### config.mk
export PLATFORM = sky130hd
export DESIGN_NAME = imu_dvel_gyro_bias_regs
export DESIGN_NICKNAME = d
export VERILOG_FILES = /design/src/imu_pkg.sv /design/src/imu_dvel_gyro_bias_regs.sv
export SDC_FILE = /design/constraint.sdc
export NUM_CORES = 1
export LEC_CHECK = 0
export ABC_AREA = 1
export BUFFER_PORTS_ARGS = -buffer_cell sky130_fd_sc_hd__buf_2
export CAP_MARGIN = 20
export CORE_UTILIZATION = 35
export DETAILED_ROUTE_END_ITERATION = 10
export GPL_ROUTABILITY_DRIVEN = 0
export PLACE_DENSITY = 0.49
export REMOVE_ABC_BUFFERS = 1
export SYNTH_ARGS = -nofsm -noshare
export SYNTH_HDL_FRONTEND = slang
export SYNTH_SLANG_ARGS = --single-unit
### constraint.sdc
create_clock -name ref_clk -period 12.8 [get_ports ref_clk]
set_input_delay 2.56 -clock ref_clk [delete_from_list [all_inputs] [get_ports ref_clk]]
set_output_delay 2.56 -clock ref_clk [all_outputs]
set_load 0.02 [all_outputs]
### src/imu_pkg.sv
// Shared constants and carrier types for the velocity-change
// and rate-offset register block.
// Assumes a 10 MHz ref_clk and 16-bit register words.
package imu_pkg;

  // Clock and sample rate
  localparam int CLK_HZ    = 10000000;
  localparam int SAMPLE_HZ = 2000;
  localparam int TICK_CYC  = CLK_HZ / SAMPLE_HZ;

  // Register byte offsets
  localparam logic [6:0] OFS_YV_LO = 7'h34;
  localparam logic [6:0] OFS_YV_HI = 7'h36;
  localparam logic [6:0] OFS_ZV_LO = 7'h38;
  localparam logic [6:0] OFS_ZV_HI = 7'h3a;
  localparam logic [6:0] OFS_XB_LO = 7'h40;
  localparam logic [6:0] OFS_XB_HI = 7'h42;
  localparam logic [6:0] OFS_YB_LO = 7'h44;
  localparam logic [6:0] OFS_YB_HI = 7'h46;

  // Reset values and field layout
  localparam logic [15:0] BIAS_RST = 16'h0000;
  localparam logic [31:0] DV_RST   = 32'h00000000;
  localparam int          HI_LSB   = 16;

  // Saturation codes of the 32-bit format
  localparam logic [31:0] DV_POS_MAX = 32'h7fffffff;
  localparam logic [31:0] DV_NEG_MAX = 32'h80000000;

  // Left shift that turns the trapezoid sum into
  // output codes; carries the 1/(2*fs) factor
  localparam int DV_SHIFT = 15;

  // One register access from the serial front end
  typedef struct packed {
    logic        wr;
    logic        rd;
    logic [6:0]  addr;
    logic [15:0] wdata;
  } reg_req_t;

  // One accelerometer sample pair
  typedef struct packed {
    logic [15:0] y;
    logic [15:0] z;
  } accel_t;

endpackage

### src/imu_dvel_gyro_bias_regs.sv
// Velocity-change outputs (Y, Z) and user rate-offset
// registers (X, Y) of an inertial unit.
// Assumes the serial front end and sensor path run on ref_clk.
//
// Functional notes
// - Y velocity high word is 16-bit two's complement, zero is 0, +-400 m/s.
// - Z velocity high word uses the same format and range.
// - Each axis has a low word holding extra resolution bits.
// - Joined 32-bit value saturates at 0x7fffffff and 0x80000000.
// - One 16-bit step is 400/2^15 m/s; 0x7fff top, 0x8000 is -400.
// - Factory coefficients stay hidden; only user offsets are visible.
// - Each rate sensor has its own writable offset registers.
// - The correction chain runs at 2000 Hz from the internal clock.
// - X offset low word is read/write, resets to zero, flash backed.
// - X offset high word is read/write and resets to zero.
// - X offset words join into one 32-bit shift of the X rate.
// - Y offset words join into one 32-bit shift of the Y rate.
// - Velocity change is a trapezoid sum over the decimation count.
`timescale 1ns/1ns
`default_nettype none

module imu_dvel_gyro_bias_regs #(
  parameter int TICK_CYC = imu_pkg::TICK_CYC,
  parameter int DEC_W    = 16
) (
  input  wire logic              ref_clk,
  input  wire logic              rst_b,
  input  wire imu_pkg::reg_req_t reg_req,
  output logic [15:0]            reg_rdata,
  output logic                   reg_rvalid,
  input  wire imu_pkg::accel_t   accel,
  input  wire logic [DEC_W-1:0]  decimation_setting,
  input  wire logic [31:0]       rate_x_raw,
  input  wire logic [31:0]       rate_y_raw,
  output logic [31:0]            rate_x_out,
  output logic [31:0]            rate_y_out,
  output logic                   rate_valid,
  output logic                   dv_ready,
  output logic [31:0]            flash_x_offset,
  output logic [31:0]            flash_y_offset
);

  ////////////////////////////////////////////////////////////
  // Declarations

  localparam int ACC_W     = 40;
  localparam int HI_LSB_M1 = imu_pkg::HI_LSB - 1;

  logic [15:0]      xb_lo_r;
  logic [15:0]      xb_hi_r;
  logic [15:0]      yb_lo_r;
  logic [15:0]      yb_hi_r;
  logic [15:0]      div_r;
  logic             tick;
  logic [15:0]      ay_prev_r;
  logic [15:0]      az_prev_r;
  logic [ACC_W-1:0] acc_y_r;
  logic [ACC_W-1:0] acc_z_r;
  logic [ACC_W-1:0] acc_y_nxt;
  logic [ACC_W-1:0] acc_z_nxt;
  logic [DEC_W-1:0] dec_cnt_r;
  logic             dec_done;
  logic [31:0]      dv_y_r;
  logic [31:0]      dv_z_r;
  logic [15:0]      rd_nxt;

  ////////////////////////////////////////////////////////////
  // Helpers

  // Word match; the odd byte of a pair hits the same word
  function automatic logic hit(input logic [6:0] a,
                               input logic [6:0] o);
    hit = (a[6:1] == o[6:1]);
  endfunction

  // Sign-extended sum of a sample and its predecessor
  function automatic logic [ACC_W-1:0] pair_sum(
    input logic [15:0] cur,
    input logic [15:0] prev);
    logic [ACC_W-1:0] c;
    logic [ACC_W-1:0] p;
    c = {{(ACC_W-16){cur[15]}}, cur};
    p = {{(ACC_W-16){prev[15]}}, prev};
    pair_sum = c + p;
  endfunction

  // Scale the sum and clamp into the 32-bit code range
  function automatic logic [31:0] scale_sat(
    input logic [ACC_W-1:0] s);
    logic [ACC_W+imu_pkg::DV_SHIFT-1:0] w;
    logic [ACC_W+imu_pkg::DV_SHIFT-1:0] hi;
    logic [ACC_W+imu_pkg::DV_SHIFT-1:0] lo;
    w  = {s, {imu_pkg::DV_SHIFT{1'b0}}};
    hi = {{(ACC_W+imu_pkg::DV_SHIFT-32){1'b0}},
          imu_pkg::DV_POS_MAX};
    lo = {{(ACC_W+imu_pkg::DV_SHIFT-32){1'b1}},
          imu_pkg::DV_NEG_MAX};
    if (!w[ACC_W+imu_pkg::DV_SHIFT-1] && (w > hi)) begin
      scale_sat = imu_pkg::DV_POS_MAX;
    end else if (w[ACC_W+imu_pkg::DV_SHIFT-1] && (w < lo)) begin
      scale_sat = imu_pkg::DV_NEG_MAX;
    end else begin
      scale_sat = w[31:0];
    end
  endfunction

  ////////////////////////////////////////////////////////////
  // Sample clock

  // Internal 2000 Hz sample strobe from ref_clk
  always_ff @(posedge ref_clk or negedge rst_b) begin
    if (!rst_b) begin
      div_r <= 16'h0000;
    end else if (div_r == 16'(TICK_CYC - 1)) begin
      div_r <= 16'h0000;
    end else begin
      div_r <= div_r + 16'h0001;
    end
  end

  assign tick = (div_r == 16'(TICK_CYC - 1));

  ////////////////////////////////////////////////////////////
  // Rate offset registers

  // Host writes land in the matching word; velocity words and
  // unmapped offsets ignore writes
  always_ff @(posedge ref_clk or negedge rst_b) begin
    if (!rst_b) begin
      xb_lo_r <= imu_pkg::BIAS_RST;
      xb_hi_r <= imu_pkg::BIAS_RST;
      yb_lo_r <= imu_pkg::BIAS_RST;
      yb_hi_r <= imu_pkg::BIAS_RST;
    end else if (reg_req.wr) begin
      if (hit(reg_req.addr, imu_pkg::OFS_XB_LO)) begin
        xb_lo_r <= reg_req.wdata;
      end
      if (hit(reg_req.addr, imu_pkg::OFS_XB_HI)) begin
        xb_hi_r <= reg_req.wdata;
      end
      if (hit(reg_req.addr, imu_pkg::OFS_YB_LO)) begin
        yb_lo_r <= reg_req.wdata;
      end
      if (hit(reg_req.addr, imu_pkg::OFS_YB_HI)) begin
        yb_hi_r <= reg_req.wdata;
      end
    end
  end

  // Flash image holds only the user offsets, never velocity
  assign flash_x_offset = {xb_hi_r, xb_lo_r};
  assign flash_y_offset = {yb_hi_r, yb_lo_r};

  ////////////////////////////////////////////////////////////
  // Rate correction

  // Offset added once per sample; high word shares the rate
  // output's scale so the host can copy a reading straight in
  always_ff @(posedge ref_clk or negedge rst_b) begin
    if (!rst_b) begin
      rate_x_out <= 32'h00000000;
      rate_y_out <= 32'h00000000;
      rate_valid <= 1'b0;
    end else begin
      rate_valid <= tick;
      if (tick) begin
        rate_x_out <= rate_x_raw + {xb_hi_r, xb_lo_r};
        rate_y_out <= rate_y_raw + {yb_hi_r, yb_lo_r};
      end
    end
  end

  ////////////////////////////////////////////////////////////
  // Velocity change integration

  // Previous samples for the trapezoid
  always_ff @(posedge ref_clk or negedge rst_b) begin
    if (!rst_b) begin
      ay_prev_r <= 16'h0000;
      az_prev_r <= 16'h0000;
    end else if (tick) begin
      ay_prev_r <= accel.y;
      az_prev_r <= accel.z;
    end
  end

  // Decimation count; a setting of N sums N+1 samples
  always_ff @(posedge ref_clk or negedge rst_b) begin
    if (!rst_b) begin
      dec_cnt_r <= '0;
    end else if (tick) begin
      if (dec_done) begin
        dec_cnt_r <= '0;
      end else begin
        dec_cnt_r <= dec_cnt_r + DEC_W'(1);
      end
    end
  end

  // A lowered setting mid-window closes it at once
  assign dec_done = tick && (dec_cnt_r >= decimation_setting);

  // Running sums; restart from zero after each result
  always_comb begin
    acc_y_nxt = acc_y_r + pair_sum(accel.y, ay_prev_r);
    acc_z_nxt = acc_z_r + pair_sum(accel.z, az_prev_r);
  end

  always_ff @(posedge ref_clk or negedge rst_b) begin
    if (!rst_b) begin
      acc_y_r <= '0;
      acc_z_r <= '0;
    end else if (dec_done) begin
      acc_y_r <= '0;
      acc_z_r <= '0;
    end else if (tick) begin
      acc_y_r <= acc_y_nxt;
      acc_z_r <= acc_z_nxt;
    end
  end

  // Both words of a result latch together in one cycle; reads
  // take no snapshot, so a high word read before a result can
  // sit beside a low word read after it from the next window
  always_ff @(posedge ref_clk or negedge rst_b) begin
    if (!rst_b) begin
      dv_y_r   <= imu_pkg::DV_RST;
      dv_z_r   <= imu_pkg::DV_RST;
      dv_ready <= 1'b0;
    end else begin
      dv_ready <= dec_done;
      if (dec_done) begin
        dv_y_r <= scale_sat(acc_y_nxt);
        dv_z_r <= scale_sat(acc_z_nxt);
      end
    end
  end

  ////////////////////////////////////////////////////////////
  // Register read

  // Read mux; factory terms have no address at all
  always_comb begin
    rd_nxt = 16'h0000;
    if (hit(reg_req.addr, imu_pkg::OFS_YV_LO)) begin
      rd_nxt = dv_y_r[HI_LSB_M1:0];
    end else if (hit(reg_req.addr, imu_pkg::OFS_YV_HI)) begin
      rd_nxt = dv_y_r[31:imu_pkg::HI_LSB];
    end else if (hit(reg_req.addr, imu_pkg::OFS_ZV_LO)) begin
      rd_nxt = dv_z_r[HI_LSB_M1:0];
    end else if (hit(reg_req.addr, imu_pkg::OFS_ZV_HI)) begin
      rd_nxt = dv_z_r[31:imu_pkg::HI_LSB];
    end else if (hit(reg_req.addr, imu_pkg::OFS_XB_LO)) begin
      rd_nxt = xb_lo_r;
    end else if (hit(reg_req.addr, imu_pkg::OFS_XB_HI)) begin
      rd_nxt = xb_hi_r;
    end else if (hit(reg_req.addr, imu_pkg::OFS_YB_LO)) begin
      rd_nxt = yb_lo_r;
    end else if (hit(reg_req.addr, imu_pkg::OFS_YB_HI)) begin
      rd_nxt = yb_hi_r;
    end
  end

  // Data answers one cycle after the read strobe
  always_ff @(posedge ref_clk or negedge rst_b) begin
    if (!rst_b) begin
      reg_rdata  <= 16'h0000;
      reg_rvalid <= 1'b0;
    end else begin
      reg_rvalid <= reg_req.rd;
      if (reg_req.rd) begin
        reg_rdata <= rd_nxt;
      end
    end
  end
endmodule

`default_nettype wire

==> flow_summary_export.csv, run 1 <==
group,metric,value,unit
global_route,grt_max_degree,158,
critical_path,crit_type,"primary input to register",
critical_path,cp_top_family,"simple AND/OR/NAND/NOR gates",
sta,fin_crit_sh,58.2,%
logic_synthesis,synthCells,3715,
placed_design,hpwl,69600,um
sta,relSlewSlack,28.7,%
critical_path,slowest_stage,"ha_1",
die,core_area,0.0706,mm^2
critical_path,crit_top_cell,"nand2_1",
logic_synthesis,avgSynthCellArea,6.78,um^2
sta,fmax,0.134,GHz
critical_path,cp_max_fo,24,
routing,routedWlPerCell,17.6,um
logic_synthesis,synth_seq_area_share,32.5,%
sta,skew,34.9,ps
routing,avgViaCountPerCell,4.90,
logic_synthesis,yosys_warnings,0,
logic_synthesis,ys.flop_type,"dfrtp_1",
sta,fin_hold_ws,462,ps
sta,setup_viol,0,
critical_path,required,13220,ps
clocking,clkLatencyLatePin,590,ps
clocking,post_cts_buffers,0,
logic_synthesis,synth_top_cell_by_area,"dfrtp_1",
critical_path,critPathLaunchType,"primary input",
sta,rsz0062_at_grt,"false",
clocking,numCtsBuffers,41,
die,fp.dieH,270,um
logic_synthesis,ys_top_cells_by_area,"dfrtp_1, nand2_1, ha_1",
die,row_count,97,
clocking,ctsResizeCount,0,
clocking,cts_tree,"yes",
clocking,cts_buffer_depth,3,
sta,final.min_clock_period,7450,ps
pwr,leakage,15.4,nW
critical_path,startpoint,"accel[0]",
critical_path,slowest_delay,720,ps
logic_synthesis,ys_types,54,
logic_synthesis,async_reset_ff_share,100,%
routing,dr.pass1.iters,6,
die,num_io_pins,286,
routing,drtAntennaViolNets,0,
logic_synthesis,ys_top_cells_by_count,"nand2_1, inv_1, nor2_1",
routing,postRouteWirelength,87400,um
critical_path,crit_buf_inv,4,
final_layout,syn_to_final_growth,15.3,%
die,die-area,0.0730,mm^2
clocking,clk_pin_slew,60,ps
routing,drc,0,
min_path,hold_start,"div_r[0]",
final_layout,post-route-util,41.1,%
sta,hold_viol,0,
sta,final.setup.tns,0,ps
clocking,htree_levels,2,
placed_design,port_buffers,284,
critical_path,arrival,7870,ps
final_layout,multi_input_area,0.0147,mm^2
die,start_util,35.7,%
sta,finalMaxSlewViolations,0,
logic_synthesis,ys_ff_latch,327,
pwr,total_power,3.43,mW
critical_path,r2r_start,"az_prev_r[0]",
routing,drt_iter0_drc,1502,
logic_synthesis,synth_area,0.0252,mm^2
final_layout,seq_area,0.00818,mm^2
clocking,cts_root_buffer,"clkbuf_16",
global_route,grt_pass1_vias,23700,
final_layout,n_fill_cell,7685,
die,die-width,270,um
logic_synthesis,yosysMostFrequentCell,"nand2_1",
job,max_cap_violations,0,
global_route,grt_pass1_wl,136000,um
min_path,min_path_type,"register to register",
global_route,antenna_found_initial,3,
final_layout,drive_gt1_share,11.9,%
pwr,irDropWorstVdd,0.0000922,V
global_route,grt_overflow,0,
clocking,cts_hold_buffers,0,
logic_synthesis,synth-edff-count,0,
run_status,status,"finished clean",
global_route,grt.total_usage,23.8,%
critical_path,setup.worst_path.end_class,"register",
logic_synthesis,yosys.area.top_type_share,32.5,%
pwr,power.density,118,mW/mm^2
routing,via_count,24300,
clocking,numClockSinks,327,
final_layout,final_nets,4325,
sta,worst_slew_pin_slew,1070,ps
cell families (layout without fill, tap and decap cells):
kind of cell,after synthesis,after routing,share of synthesized area [%]
AND/OR/NAND/NOR,1933,1933,31.5
buffers and inverters,598,902,9.16
AO/OA/AOI/OAI,552,552,13.1
flip-flops,327,327,32.5
adder cells (fa/ha/maj),198,198,10.0
XOR/XNOR,106,106,3.69
multiplexers,1,1,0.0447
other,0,2,0
worst reg2reg max path, delay by kind of cell (launching register included):
kind	cells	cell delay (ps)
compound gates	2	650
fa+ha+maj	3	1390
simple gates	18	2980
flops	1	350
buf+inv	3	220
metal layers:
layer / vias to the layer above / routed length [um] / GRT usage, %
met5: - / 31 / 0
li1: 12500 / - / -
met1: 11200 / 40400 / 31.7
met4: 4 / 1660 / 5.29
met3: 80 / 4470 / 3.79
met2: 530 / 40900 / 40.2
power breakdown:
part,switching [mW],internal [mW]
registers,0.0664,1.07
clock network,0.491,0.729
logic,0.725,0.344
total,1.28,2.14
layout by cell type (no fill, tap or decap), types with 15 or more instances in the layout:
cell,Yosys,final
nor2_2,15,15
a21oi_1,202,202
nand2_2,20,20
nand4_1,47,47
nor3_1,33,33
or2_2,20,20
xnor2_1,35,35
buf_2,2,283
dfrtp_1,327,327
nand2_1,1271,1270
xor2_1,71,71
o21a_1,16,16
a31oi_1,30,30
inv_1,507,507
a22o_1,47,47
clkbuf_16,0,42
ha_1,192,192
nand3_1,150,150
o21ai_0,173,173
a41oi_1,15,15
a21oi_2,19,19
nor2_1,333,332
inv_2,15,15
worst paths after layout:
kind | end | cells after the start | slack, ps
setup / recovery | dv_z_r[20] | 27 | 5350
hold / removal | div_r[0] | 1 | 460
setup reg to reg | dv_z_r[20] | 26 | 7080
hold reg to reg | div_r[0] | 1 | 460
max in group asynchronous | acc_z_r[23] | 3 | 8790
min in group asynchronous | rate_x_out[24] | 1 | 1910
flip-flops by register name, indices dropped and copies added (netlist names):
name / cells
dv_ready: 1
rate_y_out: 32
dv_z_r: 18
dv_y_r: 18
acc_z_r: 40
xb_lo_r: 16
yb_hi_r: 16
rate_valid: 1
xb_hi_r: 16
dec_cnt_r: 16
rate_x_out: 32
reg_rvalid: 1
ay_prev_r: 16
reg_rdata: 16
acc_y_r: 40
yb_lo_r: 16
az_prev_r: 16
div_r: 16
metrics by stage:
stage	std cells	worst slack (ps)	instance area [um^2]
after CTS	4959	5350	29000
after global placement	4885	4800	27600
after floorplan	3647	5550	24900
after detailed placement	4885	4750	27600
after global routing	4960	4910	29000
final	4961	5350	29000
final cells by class:
class	instances	share of cell area, %
flip-flops and latches	327	28.2
multi-input cells	2790	50.7
inverters	530	6.86
repair buffers	298	5.33
clock inverters	14	0.629
diodes	2	0.0172
clock buffers	60	4.23
well taps	940	4.05
No activity file was read; power rests on OpenSTA's default activity.
==> inputs of run 2 (changes only) <==
clock period = 7.73 ns   (was 12.8 ns; I/O delays follow)
==> run 2 against run 1 <==
Net effect: utilization grew 0.053 points; clock power increased by 68%; die area stayed put; non-clock buffer count up 2; hold slack about the same; combinational power grew 65%; cell count up 0.12%; first-iteration DRC count up 12%; power grew 66%; routed wire length rose by 0.23%; critical path type unchanged; largest cell class unchanged; highest routed layer unchanged.
==> flow_summary_export.csv, run 2 (synthesis results as in run 1) <==
group,metric,value,unit
run_status,status,"finished clean",
critical_path,critPathLaunchType,"primary input",
pwr,power.density,196,mW/mm^2
min_path,min_path_type,"register to register",
sta,hold_viol,0,
routing,drc,0,
sta,fmax,0.165,GHz
pwr,seq_power_share,33.0,%
job,max_cap_violations,0,
clocking,clk_pin_slew,60,ps
final_layout,syn_to_final_growth,15.4,%
sta,rsz0062_at_grt,"false",
die,die-width,270,um
critical_path,crit_type,"primary input to register",
clocking,cts_root_buffer,"clkbuf_16",
global_route,grt_overflow,0,
die,die-area,0.0730,mm^2
clocking,clkLatencyLatePin,580,ps
placed_design,hpwl,69600,um
clocking,cts_hold_buffers,0,
pwr,power.share.clock,36.0,%
global_route,antenna_found_initial,2,
global_route,grt_pass1_wl,136000,um
sta,finalMaxSlewViolations,0,
routing,avgViaCountPerCell,4.89,
final_layout,biggestRegsByFlops,"acc_y_r (40), acc_z_r (40)",
critical_path,cp_max_fo,15,
critical_path,setup.worst_path.end_class,"register",
min_path,hold_start,"div_r[0]",
routing,postRouteWirelength,87600,um
routing,via_count,24300,
die,core_area,0.0706,mm^2
clocking,cts_buffer_depth,3,
clocking,post_cts_buffers,0,
sta,skew,16.0,ps
global_route,grt_max_degree,140,
global_route,grt_pass1_vias,23500,
final_layout,fin_area,0.0291,mm^2
die,start_util,35.7,%
final_layout,layout_commonest_cell,"nand2_1",
placed_design,port_buffers,284,
pwr,combPwrFrac,31.0,%
pwr,switching_share,37.3,%
sta,fin_crit_sh,78.3,%
pwr,intPower,3.58,mW
clocking,numCtsBuffers,43,
final_layout,final_nets,4329,
critical_path,arrival,6480,ps
critical_path,required,8160,ps
min_path,hold_depth,1,
critical_path,r2r_cells,28,
die,num_io_pins,286,
pwr,leakage,15.4,nW
critical_path,regToRegEndpoint,"dv_y_r[18]",
die,row_count,97,
placed_design,place_area,0.0276,mm^2
clocking,htree_levels,2,
critical_path,crit_top_cell,"nand2_1",
critical_path,rrSetupSlack,2380,ps
die,fp.dieH,270,um
final_layout,final_cell_mix,"nand2_1, inv_1, nor2_1",
critical_path,startpoint,"accel[18]",
sta,final.setup.tns,0,ps
routing,dr.pass1.iters,6,
routing,drt_iter0_drc,1679,
critical_path,slowest_delay,540,ps
global_route,grt.total_usage,23.7,%
sta,relSlewSlack,29.9,%
critical_path,slowest_stage,"a21oi_4",
final_layout,drive_gt1_share,11.9,%
critical_path,r2r_start,"ay_prev_r[2]",
min_path,hold_end,"div_r[0]",
sta,worst_slew_pin_slew,1050,ps
routing,routedWlPerCell,17.6,um
pwr,power.switching,2.13,mW
routing,drtAntennaViolNets,0,
sta,setup_viol,0,
clocking,ctsResizeCount,0,
sta,final.min_clock_period,6050,ps
clocking,numClockSinks,327,
pwr,irDropWorstVdd,0.000159,V
clocking,cts_tree,"yes",
-- run 2: changes by cell type in the layout (fill, tap and decap cells not counted), moves of 2 or more --
cell,previous run,this run
clkbuf_8,11,7
clkinv_4,0,2
clkbuf_1,7,9
buf_4,13,15
-- run 2: worst max path at each step --
stage,cells after the start,slack (ps),end
2_1_floorplan,9,480,dv_z_r[17]
5_1_grt,29,1120,dv_y_r[19]
3_5_place_dp,29,1030,dv_y_r[20]
6_report,29,1680,dv_y_r[18]
3_3_place_gp,30,1020,dv_y_r[19]
4_1_cts,29,1640,dv_y_r[21]
-- run 2: worst max-delay path: cells and delay by family --
kind,cells,cell delay [ps]
xor+xnor,1,220
compound gates,8,2070
simple gates,16,1860
fa+ha+maj,2,580
buf+inv,2,200
-- run 2: power by group through the flow --
stage	registers [mW]	logic, mW	clock network, mW
finish	1.89	1.77	2.05
global route	1.89	1.99	2.17
CTS	1.89	1.78	2.11
detailed placement	1.91	1.77	0
global placement	1.92	1.77	0
floorplan	1.92	1.15	0
-- run 2: area by class of cell --
class / count / area [um^2]
antenna: 3 / 7.51
clock inverter: 18 / 225
sequential: 327 / 8180
clock buffer: 59 / 1210
tap: 940 / 1180
timing repair buffer: 300 / 1560
fill: 7707 / 41600
multi-input combinational: 2790 / 14700
inverter: 530 / 1990
-- run 2: routing by layer --
metal | global-route usage (%) | routed length [um] | vias up
li1 | - | - | 12500
met1 | 31.6 | 40500 | 11100
met2 | 40.2 | 40900 | 564
met3 | 3.46 | 4240 | 105
met4 | 5.95 | 2020 | 2
met5 | 0 | 13 | -
-- run 2: metrics by stage --
stage | worst slack, ps | cells | hold WS, ps | utilization (%) | total power [mW]
2_1_floorplan | 484 | 3647 | 433 | - | 3.06
3_3_place_gp | 1020 | 4887 | 456 | 39.1 | 3.69
3_5_place_dp | 1030 | 4887 | 457 | 39.1 | 3.68
4_1_cts | 1640 | 4964 | 464 | 41.2 | 5.77
5_1_grt | 1120 | 4965 | 495 | 41.2 | 6.05
6_report | 1680 | 4967 | 462 | 41.2 | 5.71
==> inputs of run 3 (changes only) <==
ABC_AREA = 0   (was 1)
PLACE_DENSITY = 0.52   (was 0.49)
clock period = 5.3 ns   (was 7.73 ns; I/O delays follow)
==> run 3 against run 2 <==
Net effect: the run now ends with negative setup slack left; hold slack lost 23 ps; register-to-register slack lost 2800 ps; die area shrank 12%; non-clock buffer count grew 445; synthesized cell count shrank 34%; power grew 49%; clock skew grew 14 ps.
==> flow_summary_export.csv, run 3 <==
group,metric,value,unit
critical_path,critPathLaunchType,"primary input",
clocking,numClockSinks,327,
clocking,numCtsBuffers,41,
logic_synthesis,ys_types,83,
critical_path,crit_type,"primary input to register",
critical_path,required,5810,ps
min_path,min_path_type,"primary input to async pin",
final_layout,biggestRegsByFlops,"acc_y_r (40), acc_z_r (40)",
critical_path,r2r_cells,28,
routing,via_count,21500,
sta,rsz0062_at_grt,"true",
sta,skew,29.9,ps
die,core_area,0.0630,mm^2
routing,drc,0,
global_route,antenna_found_initial,16,
logic_synthesis,ys.flop_type,"dfrtp_1",
die,die-width,254,um
sta,relSlewSlack,28.3,%
logic_synthesis,yosys.area.top_type_share,36.8,%
global_route,use_met3,4.24,%
placed_design,hpwl,57900,um
sta,final.min_clock_period,5860,ps
sta,layout_setup_ws,-558,ps
global_route,gr-usage-met2,40.8,%
logic_synthesis,ys_ff_latch,327,
placed_design,dp_slack,-1580,ps
die,die-area,0.0646,mm^2
sta,setup_viol,36,
critical_path,crit_buf_inv,3,
critical_path,rrSetupSlack,-400,ps
critical_path,cp_top_family,"compound AO/OA/AOI/OAI gates",
logic_synthesis,synth_area,0.0223,mm^2
job,max_cap_violations,0,
routing,avgViaCountPerCell,5.33,
pwr,irDropWorstVdd,0.000199,V
routing,postRouteWirelength,78000,um
final_layout,layout_commonest_cell,"buf_4",
die,start_util,35.4,%
logic_synthesis,synth_seq_area_share,36.8,%
clocking,cts_buffer_depth,3,
clocking,cts_tree,"yes",
critical_path,cp_max_fo,7,
final_layout,syn_to_final_growth,38.3,%
run_status,violations,"negative setup slack",
critical_path,crit_top_cell,"a21oi_2",
die,num_io_pins,286,
routing,dr.pass1.iters,5,
routing,drt_iter0_drc,1180,
clocking,cts_hold_buffers,0,
die,row_count,92,
clocking,clk_pin_slew,60,ps
final_layout,final_nets,3486,
global_route,grt_util_met1,31.3,%
global_route,grt_pass1_wl,122000,um
clocking,clkLatencyLatePin,580,ps
critical_path,arrival,6370,ps
die,fp.dieH,254,um
final_layout,n_fill_cell,5943,
logic_synthesis,ys_top_cells_by_count,"nand2_1, dfrtp_1, ha_1",
logic_synthesis,async_reset_ff_share,100,%
final_layout,fin_area,0.0308,mm^2
global_route,grt.total_usage,24.1,%
logic_synthesis,yosysMostFrequentCell,"nand2_1",
final_layout,post-route-util,48.9,%
final_layout,drive_gt1_share,34.5,%
global_route,grt_overflow,0,
routing,routedWlPerCell,19.3,um
pwr,total_power,8.52,mW
global_route,busiest_layer,"met2",
critical_path,startpoint,"accel[0]",
critical_path,slowest_delay,540,ps
logic_synthesis,synth_top_cell_by_area,"dfrtp_1",
global_route,grt_max_degree,244,
run_status,status,"finished, violations left",
clocking,htree_levels,2,
logic_synthesis,avgSynthCellArea,9.07,um^2
sta,fin_crit_sh,111,%
logic_synthesis,ys_top_cells_by_area,"dfrtp_1, ha_1, nand2_1",
sta,hold_viol,0,
final_layout,final_cell_mix,"buf_4, nand2_1, dfrtp_1",
logic_synthesis,synth-edff-count,0,
logic_synthesis,synthCells,2454,
routing,drtAntennaViolNets,0,
sta,fmax,0.171,GHz
critical_path,slowest_stage,"or4_1",
placed_design,port_buffers,284,
logic_synthesis,yosys_warnings,0,
critical_path,regToRegEndpoint,"dv_z_r[18]",
placed_design,post-place-cells,3883,
sta,worst_slew_pin_slew,1080,ps
global_route,grt_pass1_vias,21700,
critical_path,path_depth,29,
critical_path,r2r_start,"az_prev_r[0]",
sta,finalMaxSlewViolations,0,
critical_path,cp-endpoint,"dv_z_r[18]",
clocking,cts_root_buffer,"clkbuf_16",
placed_design,place_area,0.0274,mm^2
pwr,power.density,277,mW/mm^2
critical_path,setup.worst_path.end_class,"register",
final_layout,fin_cells,4033,
pwr,leakage,14.7,nW
## run 3: cell types whose count changed after synthesis, sizes merged, moves of 39 or more
cell,before,now
o21ai,176,215
xnor2,35,87
nand2,1292,357
mux2,1,68
nand3,154,47
inv,522,73
nor2,348,155
a21oi,223,170
a21o,7,73
## run 3: layout make-up
type / instances / area, um^2 / area share [%]
Tap cell: 846 / 1060 / 3.44
Clock inverter: 14 / 185 / 0.602
Timing Repair Buffer: 745 / 5160 / 16.8
Clock buffer: 60 / 1230 / 3.99
Antenna cell: 7 / 17.5 / 0.0569
Inverter: 73 / 274 / 0.890
Sequential cell: 327 / 8180 / 26.6
Multi-Input combinational cell: 1961 / 14700 / 47.6
## run 3: worst min-delay path by stage
stage	startpoint	endpoint	slack, ps
after detailed placement	rate_y_out[0]	rate_y_out[0]	450
after global placement	rate_y_out[0]	rate_y_out[0]	450
after floorplan	ay_prev_r[0]	ay_prev_r[0]	440
after global routing	rst_b	acc_z_r[19]	460
final	rst_b	div_r[14]	440
after CTS	rst_b	dv_z_r[27]	440
## run 3: per-layer routing
metal / vias up / wire length [um]
met1: 10500 / 34100
met4: 8 / 2480
met2: 541 / 37000
met3: 132 / 4280
li1: 10300 / -
met5: - / 36
## run 3: cell families after synthesis
kind of cell             count (synthesis)  share of synthesized area, %
AND/OR/NAND/NOR                        773                          16.0
AO/OA/AOI/OAI                          742                          21.4
flip-flops                             327                          36.8
adder cells (fa/ha/maj)                198                          11.3
buffers and inverters                  166                          2.87
XOR/XNOR                               163                          6.48
multiplexers                            85                          5.10
## run 3: metrics by stage
| step | hold WS [ps] | setup TNS, ps |
|---|---|---|
| finish | 439 | -15310 |
| global route | 460 | -24530 |
| CTS | 438 | -9880 |
| detailed placement | 452 | -64120 |
| global placement | 447 | -57470 |
| floorplan | 443 | -362390 |
## run 3: timing repair
| item | 4_1_cts | 5_1_grt |
|---|---|---|
| endpoints found under the setup margin | 44 | 42 |
| buffers inserted | 56 | 7 |
| cloned | 5 | 1 |
| pin swaps | 65 | 35 |
| resized for setup | 231 | 31 |
## run 3: worst register-to-register path: cells and delay by family, from the launching register on
| family | cells | cell delay (ps) |
|---|---|---|
| xor gates and xnor gates | 2 | 290 |
| and+or+nand+nor | 4 | 1330 |
| AOI/OAI and AO/OA | 18 | 2770 |
| DFF | 1 | 400 |
| buffers and inverters | 2 | 300 |
| adders and majority gates | 2 | 510 |
## run 3: report_power, final
| group | leakage (nW) | switching (mW) | total, mW | internal (mW) |
|---|---|---|---|---|
| Clock | 0.687 | 1.18 | 2.94 | 1.76 |
| Combinational | 10.4 | 1.52 | 2.87 | 1.34 |
| Sequential | 3.56 | 0.131 | 2.71 | 2.58 |
